==> config.mk <==
export PLATFORM = sky130hd
export DESIGN_NAME = flash_id_ctrl
export DESIGN_NICKNAME = d
export VERILOG_FILES = /design/src/rtl/flash_id_pkg.sv /design/src/rtl/sync2.sv /design/src/rtl/delay_timer.sv /design/src/rtl/flash_id_ctrl.sv
export SDC_FILE = /design/constraint.sdc
export NUM_CORES = 1
export LEC_CHECK = 0
export ABC_AREA = 1
export BUFFER_PORTS_ARGS = -buffer_cell sky130_fd_sc_hd__clkbuf_2
export CORE_MARGIN = 2
export CORE_UTILIZATION = 40
export DETAILED_ROUTE_END_ITERATION = 10
export REMOVE_ABC_BUFFERS = 1
export SKIP_CTS_REPAIR_TIMING = 1
export SYNTH_ARGS = -nofsm -noshare
export SYNTH_HDL_FRONTEND = slang
export SYNTH_SLANG_ARGS = --single-unit
==> constraint.sdc <==
create_clock -name core_clk -period 2.4 [get_ports core_clk]
set_input_delay 0.6 -clock core_clk [delete_from_list [all_inputs] [get_ports core_clk]]
set_output_delay 0.6 -clock core_clk [all_outputs]
set_load 0.02 [all_outputs]
==> src/rtl/flash_id_pkg.sv <==
// constants, types and pin bundles for the id, lock and power-state command block
// Function
// wake command ends when chip select rises; device returns to standby
// wake from deep power-down waits the wake delay; host keeps select high
// legacy signature command returns one byte, repeated while clocking continues
// host raises select only after the signature was read once
// wake and signature accepted in deep power-down, refused while busy
// id command: opcode, two dummy bytes, one address byte
// maker then part id shifted out msb first on falling clock
// address one swaps the order: part id first
// ids alternate while clocking; command ends when select rises
// enter command selects the one-time-programmable area for read and program
// status and lock register writes refused while in the secure area
// locked secure area accepts only reads and never changes
// secure-area mode blocks main array access
// leave command returns to main array addressing
// lock register read works any time and repeats while clocking; code refuses it in deep power-down and before the supply-valid delay
// bit 0 shows factory lock
// bit 4 shows continuous program mode, zero after reset
// bit 1 customer lock set by lock write, never cleared
// lock write needs no prior write enable
// lock write only executes when select rises on a byte boundary
// power-up enters standby with write enable latch cleared
// reset holds the logic and ignores every command
// reads wait supply-valid delay, writes wait write-unlock delay
// deep power-down ignores all but wake and signature commands
// lock register read opcode 2b, accepted during continuous program
// opcodes per command set, msb first, sampled on rising clock
package flash_id_pkg;
	// ************************************************************
	// opcodes
	// ************************************************************
	localparam logic [7:0] OP_WAKE  = 8'hab;
	localparam logic [7:0] OP_SLEEP = 8'hb9;
	localparam logic [7:0] OP_ID1   = 8'h90;
	localparam logic [7:0] OP_ID2   = 8'hef;
	localparam logic [7:0] OP_ID4   = 8'hdf;
	localparam logic [7:0] OP_ENTER = 8'hb1;
	localparam logic [7:0] OP_LEAVE = 8'hc1;
	localparam logic [7:0] OP_LOCKR = 8'h2b;
	localparam logic [7:0] OP_LOCKW = 8'h2f;
	localparam logic [7:0] OP_WR_EN = 8'h06;
	localparam logic [7:0] OP_WRDI  = 8'h04;
	localparam logic [7:0] ID_SWAP_ADDR = 8'h01;
	// ************************************************************
	// lock register fields and id values (id values arbitrary)
	// ************************************************************
	localparam int FACTORY_BIT = 0;
	localparam int CUSTOMER_BIT = 1;
	localparam int CPROG_BIT = 4;
	localparam logic [7:0] MAKER_ID = 8'h9d;
	localparam logic [7:0] PART_ID  = 8'h3c;
	localparam logic [7:0] SIGNATURE = 8'h3c;
	// ************************************************************
	// timing
	// ************************************************************
	localparam int CLK_MHZ = 125;
	localparam int SUPPLY_VALID_US = 100;
	localparam int WRITE_UNLOCK_US = 1000;
	localparam int WAKE_US = 10;
	localparam int SUPPLY_VALID_CYC = SUPPLY_VALID_US * CLK_MHZ;
	localparam int WRITE_UNLOCK_CYC = WRITE_UNLOCK_US * CLK_MHZ;
	localparam int WAKE_CYC = WAKE_US * CLK_MHZ;
	// ************************************************************
	// types
	// ************************************************************
	typedef enum logic [7:0] {
		PH_IDLE = 8'h01,
		PH_CMD  = 8'h02,
		PH_ADDR = 8'h04,
		PH_SIG  = 8'h08,
		PH_ID   = 8'h10,
		PH_LOCK = 8'h20,
		PH_SINK = 8'h40,
		PH_TAIL = 8'h80
	} phase_t;
	typedef struct packed {
		logic       cs_n;
		logic       sclk;
		logic [3:0] sio;
	} spi_in_t;
	typedef struct packed {
		logic [3:0] sio;
		logic [3:0] oe;
	} spi_out_t;
endpackage : flash_id_pkg

==> src/rtl/sync2.sv <==
// two flip-flop synchroniser for pin inputs
module sync2 #(
	parameter int WIDTH = 1
) (
	// clock and reset
	input  wire logic             core_clk,
	input  wire logic             arst_n,
	// data
	input  wire logic [WIDTH-1:0] d,
	output logic      [WIDTH-1:0] q
);
	logic [WIDTH-1:0] meta;
	always_ff @(posedge core_clk or negedge arst_n) begin
		if (!arst_n) begin
			meta <= '0;
			q    <= '0;
		end else begin
			meta <= d;
			q    <= meta;
		end
	end
endmodule : sync2

==> src/rtl/delay_timer.sv <==
// reloadable down counter, done while it stands at zero
module delay_timer #(
	parameter int COUNT = 4,
	parameter bit RUN_AT_RESET = 1'b0
) (
	// clock and reset
	input  wire logic core_clk,
	input  wire logic arst_n,
	// control
	input  wire logic start,
	output logic      done
);
	localparam int W = $clog2(COUNT + 1);
	localparam logic [W-1:0] LOAD = W'(COUNT);
	localparam logic [W-1:0] INIT = RUN_AT_RESET ? LOAD : '0;
	logic [W-1:0] cnt;
	always_ff @(posedge core_clk or negedge arst_n) begin
		if (!arst_n) begin
			cnt <= INIT;
		end else if (start) begin
			cnt <= LOAD;
		end else if (cnt != '0) begin
			cnt <= cnt - 1'b1;
		end
	end
	assign done = (cnt == '0);
endmodule : delay_timer

==> src/rtl/flash_id_ctrl.sv <==
// command interpreter for wake, signature, id read, secure area and lock register
module flash_id_ctrl #(
	parameter int SUPPLY_VALID_CYC = flash_id_pkg::SUPPLY_VALID_CYC,
	parameter int WRITE_UNLOCK_CYC = flash_id_pkg::WRITE_UNLOCK_CYC
) (
	// clock and power-on reset
	input  wire logic                  core_clk,
	input  wire logic                  arst_n,
	// serial pins
	input  wire flash_id_pkg::spi_in_t spi_i,
	output flash_id_pkg::spi_out_t     spi_o,
	// rest of device
	input  wire logic                  busy,
	input  wire logic                  cp_active,
	input  wire logic                  factory_lock,
	input  wire logic                  lock_nv,
	// state to rest of device
	output logic                       deep_pd,
	output logic                       otp_select,
	output logic                       write_enable_latch,
	output logic                       customer_lock,
	output logic                       lock_set_req,
	output logic                       main_array_allow,
	output logic                       otp_program_allow,
	output logic                       status_write_allow
);
	import flash_id_pkg::*;

	// ************************************************************
	// state
	// ************************************************************
	typedef struct packed {
		phase_t     phase;
		logic       sclk_q;
		logic       cs_q;
		logic [3:0] bitcnt;
		logic [1:0] bytecnt;
		logic [7:0] shin;
		logic [7:0] op;
		logic [7:0] shout;
		logic [3:0] ocnt;
		logic [2:0] lanes;
		logic       id_swap;
		logic       id_sel;
		logic       deep_pd;
		logic       waking;
		logic       wake_start;
		logic       secure;
		logic       we_latch;
		logic       cust_lock;
		logic       lock_loaded;
		logic       lock_set;
		logic       main_ok;
		logic       otp_ok;
		logic       sr_ok;
		spi_out_t   pins;
	} st_t;

	localparam st_t ST_RESET = '{
		phase: PH_IDLE, sclk_q: 1'b0, cs_q: 1'b0, lanes: 3'h1, default: '0
	};

	st_t        st;
	st_t        next_st;
	spi_in_t    pin;
	logic       read_ok;
	logic       write_ok;
	logic       wake_done;
	logic [7:0] lock_val;

	// ************************************************************
	// pin sampling and timers
	// ************************************************************
	sync2 #(.WIDTH(6)) u_sync (
		.core_clk (core_clk),
		.arst_n   (arst_n),
		.d        (spi_i),
		.q        (pin)
	);

	delay_timer #(.COUNT(SUPPLY_VALID_CYC), .RUN_AT_RESET(1'b1)) u_read_gate (
		.core_clk (core_clk),
		.arst_n   (arst_n),
		.start    (1'b0),
		.done     (read_ok)
	);

	delay_timer #(.COUNT(WRITE_UNLOCK_CYC), .RUN_AT_RESET(1'b1)) u_write_gate (
		.core_clk (core_clk),
		.arst_n   (arst_n),
		.start    (1'b0),
		.done     (write_ok)
	);

	delay_timer #(.COUNT(WAKE_CYC), .RUN_AT_RESET(1'b0)) u_wake (
		.core_clk (core_clk),
		.arst_n   (arst_n),
		.start    (st.wake_start),
		.done     (wake_done)
	);

	always_comb begin
		lock_val = 8'h00;
		lock_val[FACTORY_BIT] = factory_lock;
		lock_val[CUSTOMER_BIT] = st.cust_lock;
		lock_val[CPROG_BIT] = cp_active;
	end

	// ************************************************************
	// command sequencing
	// ************************************************************
	logic       sck_rise;
	logic       sck_fall;
	logic       asleep;
	logic       rd_gate;
	logic       wr_gate;
	logic [3:0] nb;
	logic [7:0] sh;
	logic [7:0] ob;
	logic [3:0] obase;

	always_comb begin
		next_st = st;
		next_st.lock_set = 1'b0;
		next_st.wake_start = 1'b0;
		next_st.sclk_q = pin.sclk;
		next_st.cs_q = pin.cs_n;
		sck_rise = pin.sclk && !st.sclk_q;
		sck_fall = !pin.sclk && st.sclk_q;
		asleep = st.deep_pd || st.waking;
		rd_gate = read_ok && !asleep && !cp_active;
		wr_gate = write_ok && !asleep && !busy && !cp_active;
		nb = st.bitcnt + {1'b0, st.lanes};
		unique case (st.lanes)
			3'h2: sh = {st.shin[5:0], pin.sio[1:0]};
			3'h4: sh = {st.shin[3:0], pin.sio};
			default: sh = {st.shin[6:0], pin.sio[0]};
		endcase
		ob = 8'h00;
		obase = (st.ocnt == 4'h0) ? 4'h8 : st.ocnt;
		if (!st.lock_loaded) begin
			next_st.cust_lock = lock_nv;
			next_st.lock_loaded = 1'b1;
		end
		if (st.waking && wake_done && !st.wake_start) begin
			next_st.deep_pd = 1'b0;
			next_st.waking = 1'b0;
		end
		if (pin.cs_n) begin
			if (!st.cs_q && st.bitcnt == 4'h0 &&
					(st.phase == PH_TAIL || st.phase == PH_SIG)) begin
				case (st.op)
					OP_WAKE: begin
						if (st.deep_pd && !st.waking) begin
							next_st.waking = 1'b1;
							next_st.wake_start = 1'b1;
						end
					end
					OP_SLEEP: next_st.deep_pd = 1'b1;
					OP_WR_EN: next_st.we_latch = 1'b1;
					OP_WRDI: next_st.we_latch = 1'b0;
					OP_ENTER: next_st.secure = 1'b1;
					OP_LEAVE: next_st.secure = 1'b0;
					OP_LOCKW: begin
						if (!st.cust_lock) begin
							next_st.cust_lock = 1'b1;
							next_st.lock_set = 1'b1;
						end
					end
					default: next_st.op = st.op;
				endcase
			end
			next_st.phase = PH_IDLE;
			next_st.bitcnt = 4'h0;
			next_st.ocnt = 4'h0;
			next_st.pins.oe = 4'h0;
		end else if (st.cs_q) begin
			next_st.phase = PH_CMD;
			next_st.bitcnt = 4'h0;
			next_st.bytecnt = 2'h0;
			next_st.lanes = 3'h1;
			next_st.id_sel = 1'b0;
			next_st.ocnt = 4'h0;
		end else if (sck_rise) begin
			next_st.shin = sh;
			next_st.bitcnt = nb[3] ? 4'h0 : nb;
			if (nb[3]) begin
				unique case (st.phase)
					PH_CMD: begin
						next_st.op = sh;
						next_st.phase = PH_SINK;
						case (sh)
							OP_WAKE: begin
								if (read_ok && !busy && !cp_active) begin
									next_st.phase = PH_SIG;
								end
							end
							OP_ID1, OP_ID2, OP_ID4: begin
								if (rd_gate && !busy) begin
									next_st.phase = PH_ADDR;
									next_st.lanes = (sh == OP_ID4) ? 3'h4 :
										(sh == OP_ID2) ? 3'h2 : 3'h1;
								end
							end
							OP_LOCKR: begin
								if (read_ok && !asleep) begin
									next_st.phase = PH_LOCK;
								end
							end
							OP_LOCKW: begin
								if (wr_gate && !st.secure) begin
									next_st.phase = PH_TAIL;
								end
							end
							OP_WR_EN, OP_WRDI: begin
								if (wr_gate) begin
									next_st.phase = PH_TAIL;
								end
							end
							OP_SLEEP, OP_ENTER, OP_LEAVE: begin
								if (rd_gate && !busy) begin
									next_st.phase = PH_TAIL;
								end
							end
							default: next_st.phase = PH_SINK;
						endcase
					end
					PH_ADDR: begin
						next_st.bytecnt = st.bytecnt + 2'h1;
						if (st.bytecnt == 2'h2) begin
							next_st.id_swap = (sh == ID_SWAP_ADDR);
							next_st.phase = PH_ID;
						end
					end
					PH_IDLE, PH_SIG, PH_ID, PH_LOCK, PH_SINK, PH_TAIL: begin
						next_st.phase = st.phase;
					end
				endcase
			end
		end else if (sck_fall &&
				(st.phase == PH_SIG || st.phase == PH_ID || st.phase == PH_LOCK)) begin
			if (st.ocnt != 4'h0) begin
				ob = st.shout;
			end else if (st.phase == PH_SIG) begin
				ob = SIGNATURE;
			end else if (st.phase == PH_LOCK) begin
				ob = lock_val;
			end else begin
				ob = (st.id_sel ^ st.id_swap) ? PART_ID : MAKER_ID;
				next_st.id_sel = !st.id_sel;
			end
			next_st.shout = ob << st.lanes;
			next_st.ocnt = obase - {1'b0, st.lanes};
			unique case (st.lanes)
				3'h2: begin
					next_st.pins.sio = {2'b00, ob[7:6]};
					next_st.pins.oe = 4'h3;
				end
				3'h4: begin
					next_st.pins.sio = ob[7:4];
					next_st.pins.oe = 4'hf;
				end
				default: begin
					next_st.pins.sio = {2'b00, ob[7], 1'b0};
					next_st.pins.oe = 4'h2;
				end
			endcase
		end
		next_st.main_ok = !next_st.secure && !next_st.deep_pd;
		next_st.otp_ok = next_st.secure && !next_st.cust_lock && !factory_lock &&
			write_ok;
		next_st.sr_ok = !next_st.secure && write_ok;
	end

	always_ff @(posedge core_clk or negedge arst_n) begin
		if (!arst_n) begin
			st <= ST_RESET;
		end else begin
			st <= next_st;
		end
	end

	// ************************************************************
	// outputs
	// ************************************************************
	assign spi_o = st.pins;
	assign deep_pd = st.deep_pd;
	assign otp_select = st.secure;
	assign write_enable_latch = st.we_latch;
	assign customer_lock = st.cust_lock;
	assign lock_set_req = st.lock_set;
	assign main_array_allow = st.main_ok;
	assign otp_program_allow = st.otp_ok;
	assign status_write_allow = st.sr_ok;
endmodule : flash_id_ctrl

## Word-level counts from Yosys, hierarchy flattened

Cells that the tools add are included.

- Logic and storage cells: 229
- Bits in registers: 122
- Bits of input ports: 12
- Output and inout bits: 16

- Bitwise operators: 4
- Shift operators: 1
- Reduce and logical (&&, ||, !) cells: 77
- Mux-type cells: 72
- $add $sub $neg: 6
- Equality and inequality tests: 39

Operators with widths:

| kind | count |
|---|---|
| $mux W8 | 18 |
| $eq A8 B8 Y1 const B | 12 |
| $pmux W8 S2 | 3 |
| $pmux W8 S6 | 1 |
| $mux W4 | 11 |
| $eq A8 B3 Y1 const B | 5 |
| $eq A8 B6 Y1 const B | 4 |
| $mux W7 | 4 |
| $logic_and A1 B1 Y1 | 22 |
| $mux W11 | 2 |
| $mux W22 | 1 |
| $reduce_bool A2 Y1 | 10 |
| $mux W6 | 3 |
| $reduce_and A6 Y1 | 3 |
| $logic_not A17 Y1 | 1 |
| $reduce_bool A17 Y1 | 1 |
| $sub A17 B1 Y17 const B | 1 |
| $eq A8 B1 Y1 const B | 2 |
| $mux W1 | 15 |
| $mux W3 | 5 |
| $logic_not A1 Y1 | 14 |
| $logic_not A14 Y1 | 1 |
| $mux W2 | 7 |
| $reduce_bool A14 Y1 | 1 |
| other kinds (33) | 52 |

## Longest topological paths before layout

- Word-level depth: 14
- Depth in mapped cells: 16
- Mapped depth without buffers: 15

## By module

Synthesis repeated with hierarchy kept, for this count alone.

- Cell total of the unflattened synthesis: 916
- Area total of the unflattened synthesis: 6910.4 um^2

Modules (own cells, without submodules):

| module | area an instance (um^2) | seq. area each (um^2) | instances | cells an instance |
|---|---|---|---|---|
| flash_id_ctrl | 4018.9 | 1629.1 | 1 | 543 |
| delay_timer (u_write_gate) | 1069.8 | 434.2 | 1 | 156 |
| delay_timer (u_read_gate) | 855.8 | 357.8 | 1 | 121 |
| delay_timer (u_wake) | 665.6 | 275.3 | 1 | 84 |
| sync2 | 300.3 | 300.3 | 1 | 12 |

## Worst setup path after synthesis

Ideal clock, no wire load.

- Kind: reg2reg
- Start: reg st[23] in the netlist's numbering
- End: reg st[65] in the netlist's numbering
- Path buffers: 0
- Stages on the path, launching flop included: 10
- Setup slack: 0.488 ns
- Arrival time: 1.836 ns
- Path through: dfrtp_1 > ha_1 > a21oi_1 > nor2_1 > inv_1 > nor3_1 > nand3_1 > nor3_2 > nand3_1 > o21ai_1

- Word-level cells in the longest chain between the ends: 10
- Elaborated cells between the ends (all ways): 26

Ends and longest elaborated chain:

| item | line | RTL |
|---|---|---|
| from (decl) | flash_id_ctrl.sv:63 | `st_t st;` |
| from (signal assigned) | flash_id_ctrl.sv:279 | `st <= next_st;` |
| $eq A3 B3 Y1 / $eq A3 B2 Y1 (equally long branches) | flash_id_ctrl.sv:134 | `unique case (st.lanes)` |
| $pmux W8 S2 | flash_id_ctrl.sv:134 |  |
| $eq A8 B8 Y1 / $eq A8 B3 Y1 (equally long branches) | flash_id_ctrl.sv:192 | `case (sh)` |
| $reduce_or A3 Y1 / $reduce_or A2 Y1 (equally long branches) | flash_id_ctrl.sv:192 |  |
| $pmux W8 S6 | flash_id_ctrl.sv:192 |  |
| $pmux W8 S2 | flash_id_ctrl.sv:188 | `unique case (st.phase)` |
| $mux W8 | flash_id_ctrl.sv:187 | `if (nb[3]) begin` |
| $mux W8 | flash_id_ctrl.sv:184 | `end else if (sck_rise) begin` |
| $mux W8 | flash_id_ctrl.sv:177 | `end else if (st.cs_q) begin` |
| $mux W8 | flash_id_ctrl.sv:149 | `if (pin.cs_n) begin` |

Several ways; a longest one is shown, not always the timed one. The select of a mux whose other input is x is not followed.
A chain may end at the register's enable or synchronous reset.

## Final worst setup path

- Start: reg st[21] in the netlist's numbering
- End: reg st[66] in the netlist's numbering

The elaborated chain is that of the path after synthesis.

==> metrics.txt <==
synthesized area per cell=8.07 µm²; diode count=0; most frequent cells in the layout=153 x nand2_1, 110 x inv_1, 104 x dfrtp_1; CP max stage delay=630 ps; CP Class=reg2reg; VDD IR-drop max=0.534 mV; Clock Sink Count=119; Starting Density=0.409; post-layout min period=2260 ps; I/O pin cnt=28; Setup Skew=9.14 ps; Crit. End Element=register; I/O Buffers=27; Final Max Slew Viols=0; number of flops mapped to enable cells by yosys=0; hold_ws=177 ps; worst r2r src=st[21]; Clock Path Buffers=2; cell taking the most area after synthesis=dfrtp_1; TNS Setup=0 ps; synth warn=0; Vias=5286; ranking of synthesized cells by area=dfrtp_1 40%, nand2_1 8.9%, inv_1 6.4%; global-route total usage across every layer=0.175; Fmax achieved=0.443 GHz; Hold Vio Cnt, Final=0; CP Cell Sequence=clkinv_2, nand3_4, nand2_4, nand2_2, nand2_2, nor2_2, inv_1, nor2_1, nand2_1, nand2_1, nor2_1, nand2_1, nand3_1, nand2_1, nand2_1; Nets=874; library cells used by synthesis=51; most used cell, CP=nand2_1; H-tree Lvls=4; Final setup viols=0; Die H=131 µm; Core Area=15800 µm²; sequential-to-total area share from yosys stat=0.463; synthesized flop and latch total=119; Async S/R FF share, synth=1.00; layout cell share with drive strength beyond 1=0.162; final worst slack=141 ps; Inserted Clock Buffers=17; Finished Cell Area=7500 µm²; initial antenna violation count=0; pre-CTS setup slack=151 ps; Slowest cell on crit path=dfstp_2; die area=17200 µm²; initial drt markers=311; number of global-route vias before repair=5103; drt via density=4.91; routability cong.=0.859; DRC=0; LEAKAGE=3.85 nW; Reg clk slew, reported paths=60 ps; # rows=46; Critical Path Start Type=register; arrival time worst endpoint=2570 ps; Clk Latency, worst-skew pair=410 ps; register-to-register setup slack=140 ps; RSZ-0062 raised after global routing=false; CTS tree=built; Die Wd=131 µm; most used flip-flop cell after synthesis=dfrtp_1; Syn Inst Count=802; Hold Path Class=in2async; final wirelength=14300 µm; Placed Cells=1044; largest net degree at the start of global routing=69; placed cell areas=6920 µm²; synth-to-layout area growth=15.8%; first-pass GRT wire length=24500 µm; CP Max Fanout=9; detailed placement HPWL=10600 µm; fin cells=1076; max-cap violation count=0; CP Launch Point=st[21]; clock root cell=clkbuf_16; Worst EP required=2710 ps; Yosys top cell area share=0.402; fin crit share=0.941; synthesized area=6470 µm²; pwr/cell area=646 nW/µm²; DRT antenna net count=0; drt pass-1 iters=4; grt total ovfl=0; status=finished, final reports clean; routed len/inst=13.3 µm; commonest non-fill, non-tap cell in the layout=nand2_1
per-stage QoR:
| step | util | total power, mW |
|---|---|---|
| after floorplan | - | 2.35 |
| after global placement | 0.437 | 2.49 |
| after detailed placement | 0.437 | 2.49 |
| after CTS | 0.472 | 4.90 |
| after global routing | 0.474 | 5.06 |
| final | 0.474 | 4.85 |
synthesized netlist by cell type (3+ instances only):
master    number
a21boi_0       4
a21oi_1       20
buf_2          3
buf_4          9
buf_6          3
clkbuf_1       5
dfrtp_1      104
dfstp_2       15
ha_1          13
inv_1        111
inv_2          3
nand2_1      154
nand2_2        8
nand3_1       67
nand3_2        6
nand4_1       23
nor2_1        88
nor2_2         8
nor3_1        22
nor3_2         4
nor4_1         7
o21ai_0       55
o21ai_1        6
or2_2          3
xnor2_1        7
xor2_1        20
worst paths after layout:
path	endpoint	depth (start not counted)
min in group core_clk	u_sync.meta[0]	1
hold / removal	st[49]	2
hold reg to reg	u_sync.q[5]	0
setup / recovery	st[66]	15
max in group asynchronous	u_read_gate.cnt[13]	2
setup reg to reg	st[66]	15
cells by family after synthesis:
group	after synthesis	share of synthesized area
and+or+nand+nor	400	0.290
buffers and inverters	136	0.0887
DFF	119	0.463
AOI/OAI and AO/OA	102	0.0872
xor gates and xnor gates	27	0.0365
adders and majority gates	15	0.0313
muxes	2	0.00309
other	1	0.000579
worst max-delay path: cells and delay by family, from the launching register on:
family	cells	cell delay [ps]
flip-flops	1	630
AND/OR/NAND/NOR	13	1260
buffers and inverters	2	240
state kept, by name, summed over array words and instances (netlist names), 6 cells and up:
name	flops
u_sync.q	6
u_wake.cnt	11
st	50
u_sync.meta	6
spi_o	7
u_write_gate.cnt	17
u_read_gate.cnt	14
power breakdown:
| group | switching (mW) | total (mW) | internal, mW |
|---|---|---|---|
| registers | 0.0479 | 2.10 | 2.06 |
| logic | 0.244 | 0.358 | 0.114 |
| clock network | 0.959 | 2.38 | 1.43 |
| total | 1.25 | 4.85 | 3.60 |
cell type report:
class	instances	area, µm²
clock buffer	18	429
clock inverter	14	129
tap	216	270
fill	1525	8330
timing repair buffer	46	305
inverter	116	439
sequential	119	3000
multi-input combinational	547	2930
layer usage:
metal  GRT usage  wire length [µm]  share of wire
met1       0.247              7060           0.50
met2       0.259              6290           0.44
met3      0.0478               633          0.044
met4      0.0628               276          0.019
met5           0                 0              0
(Power assumes the default switching activity.)
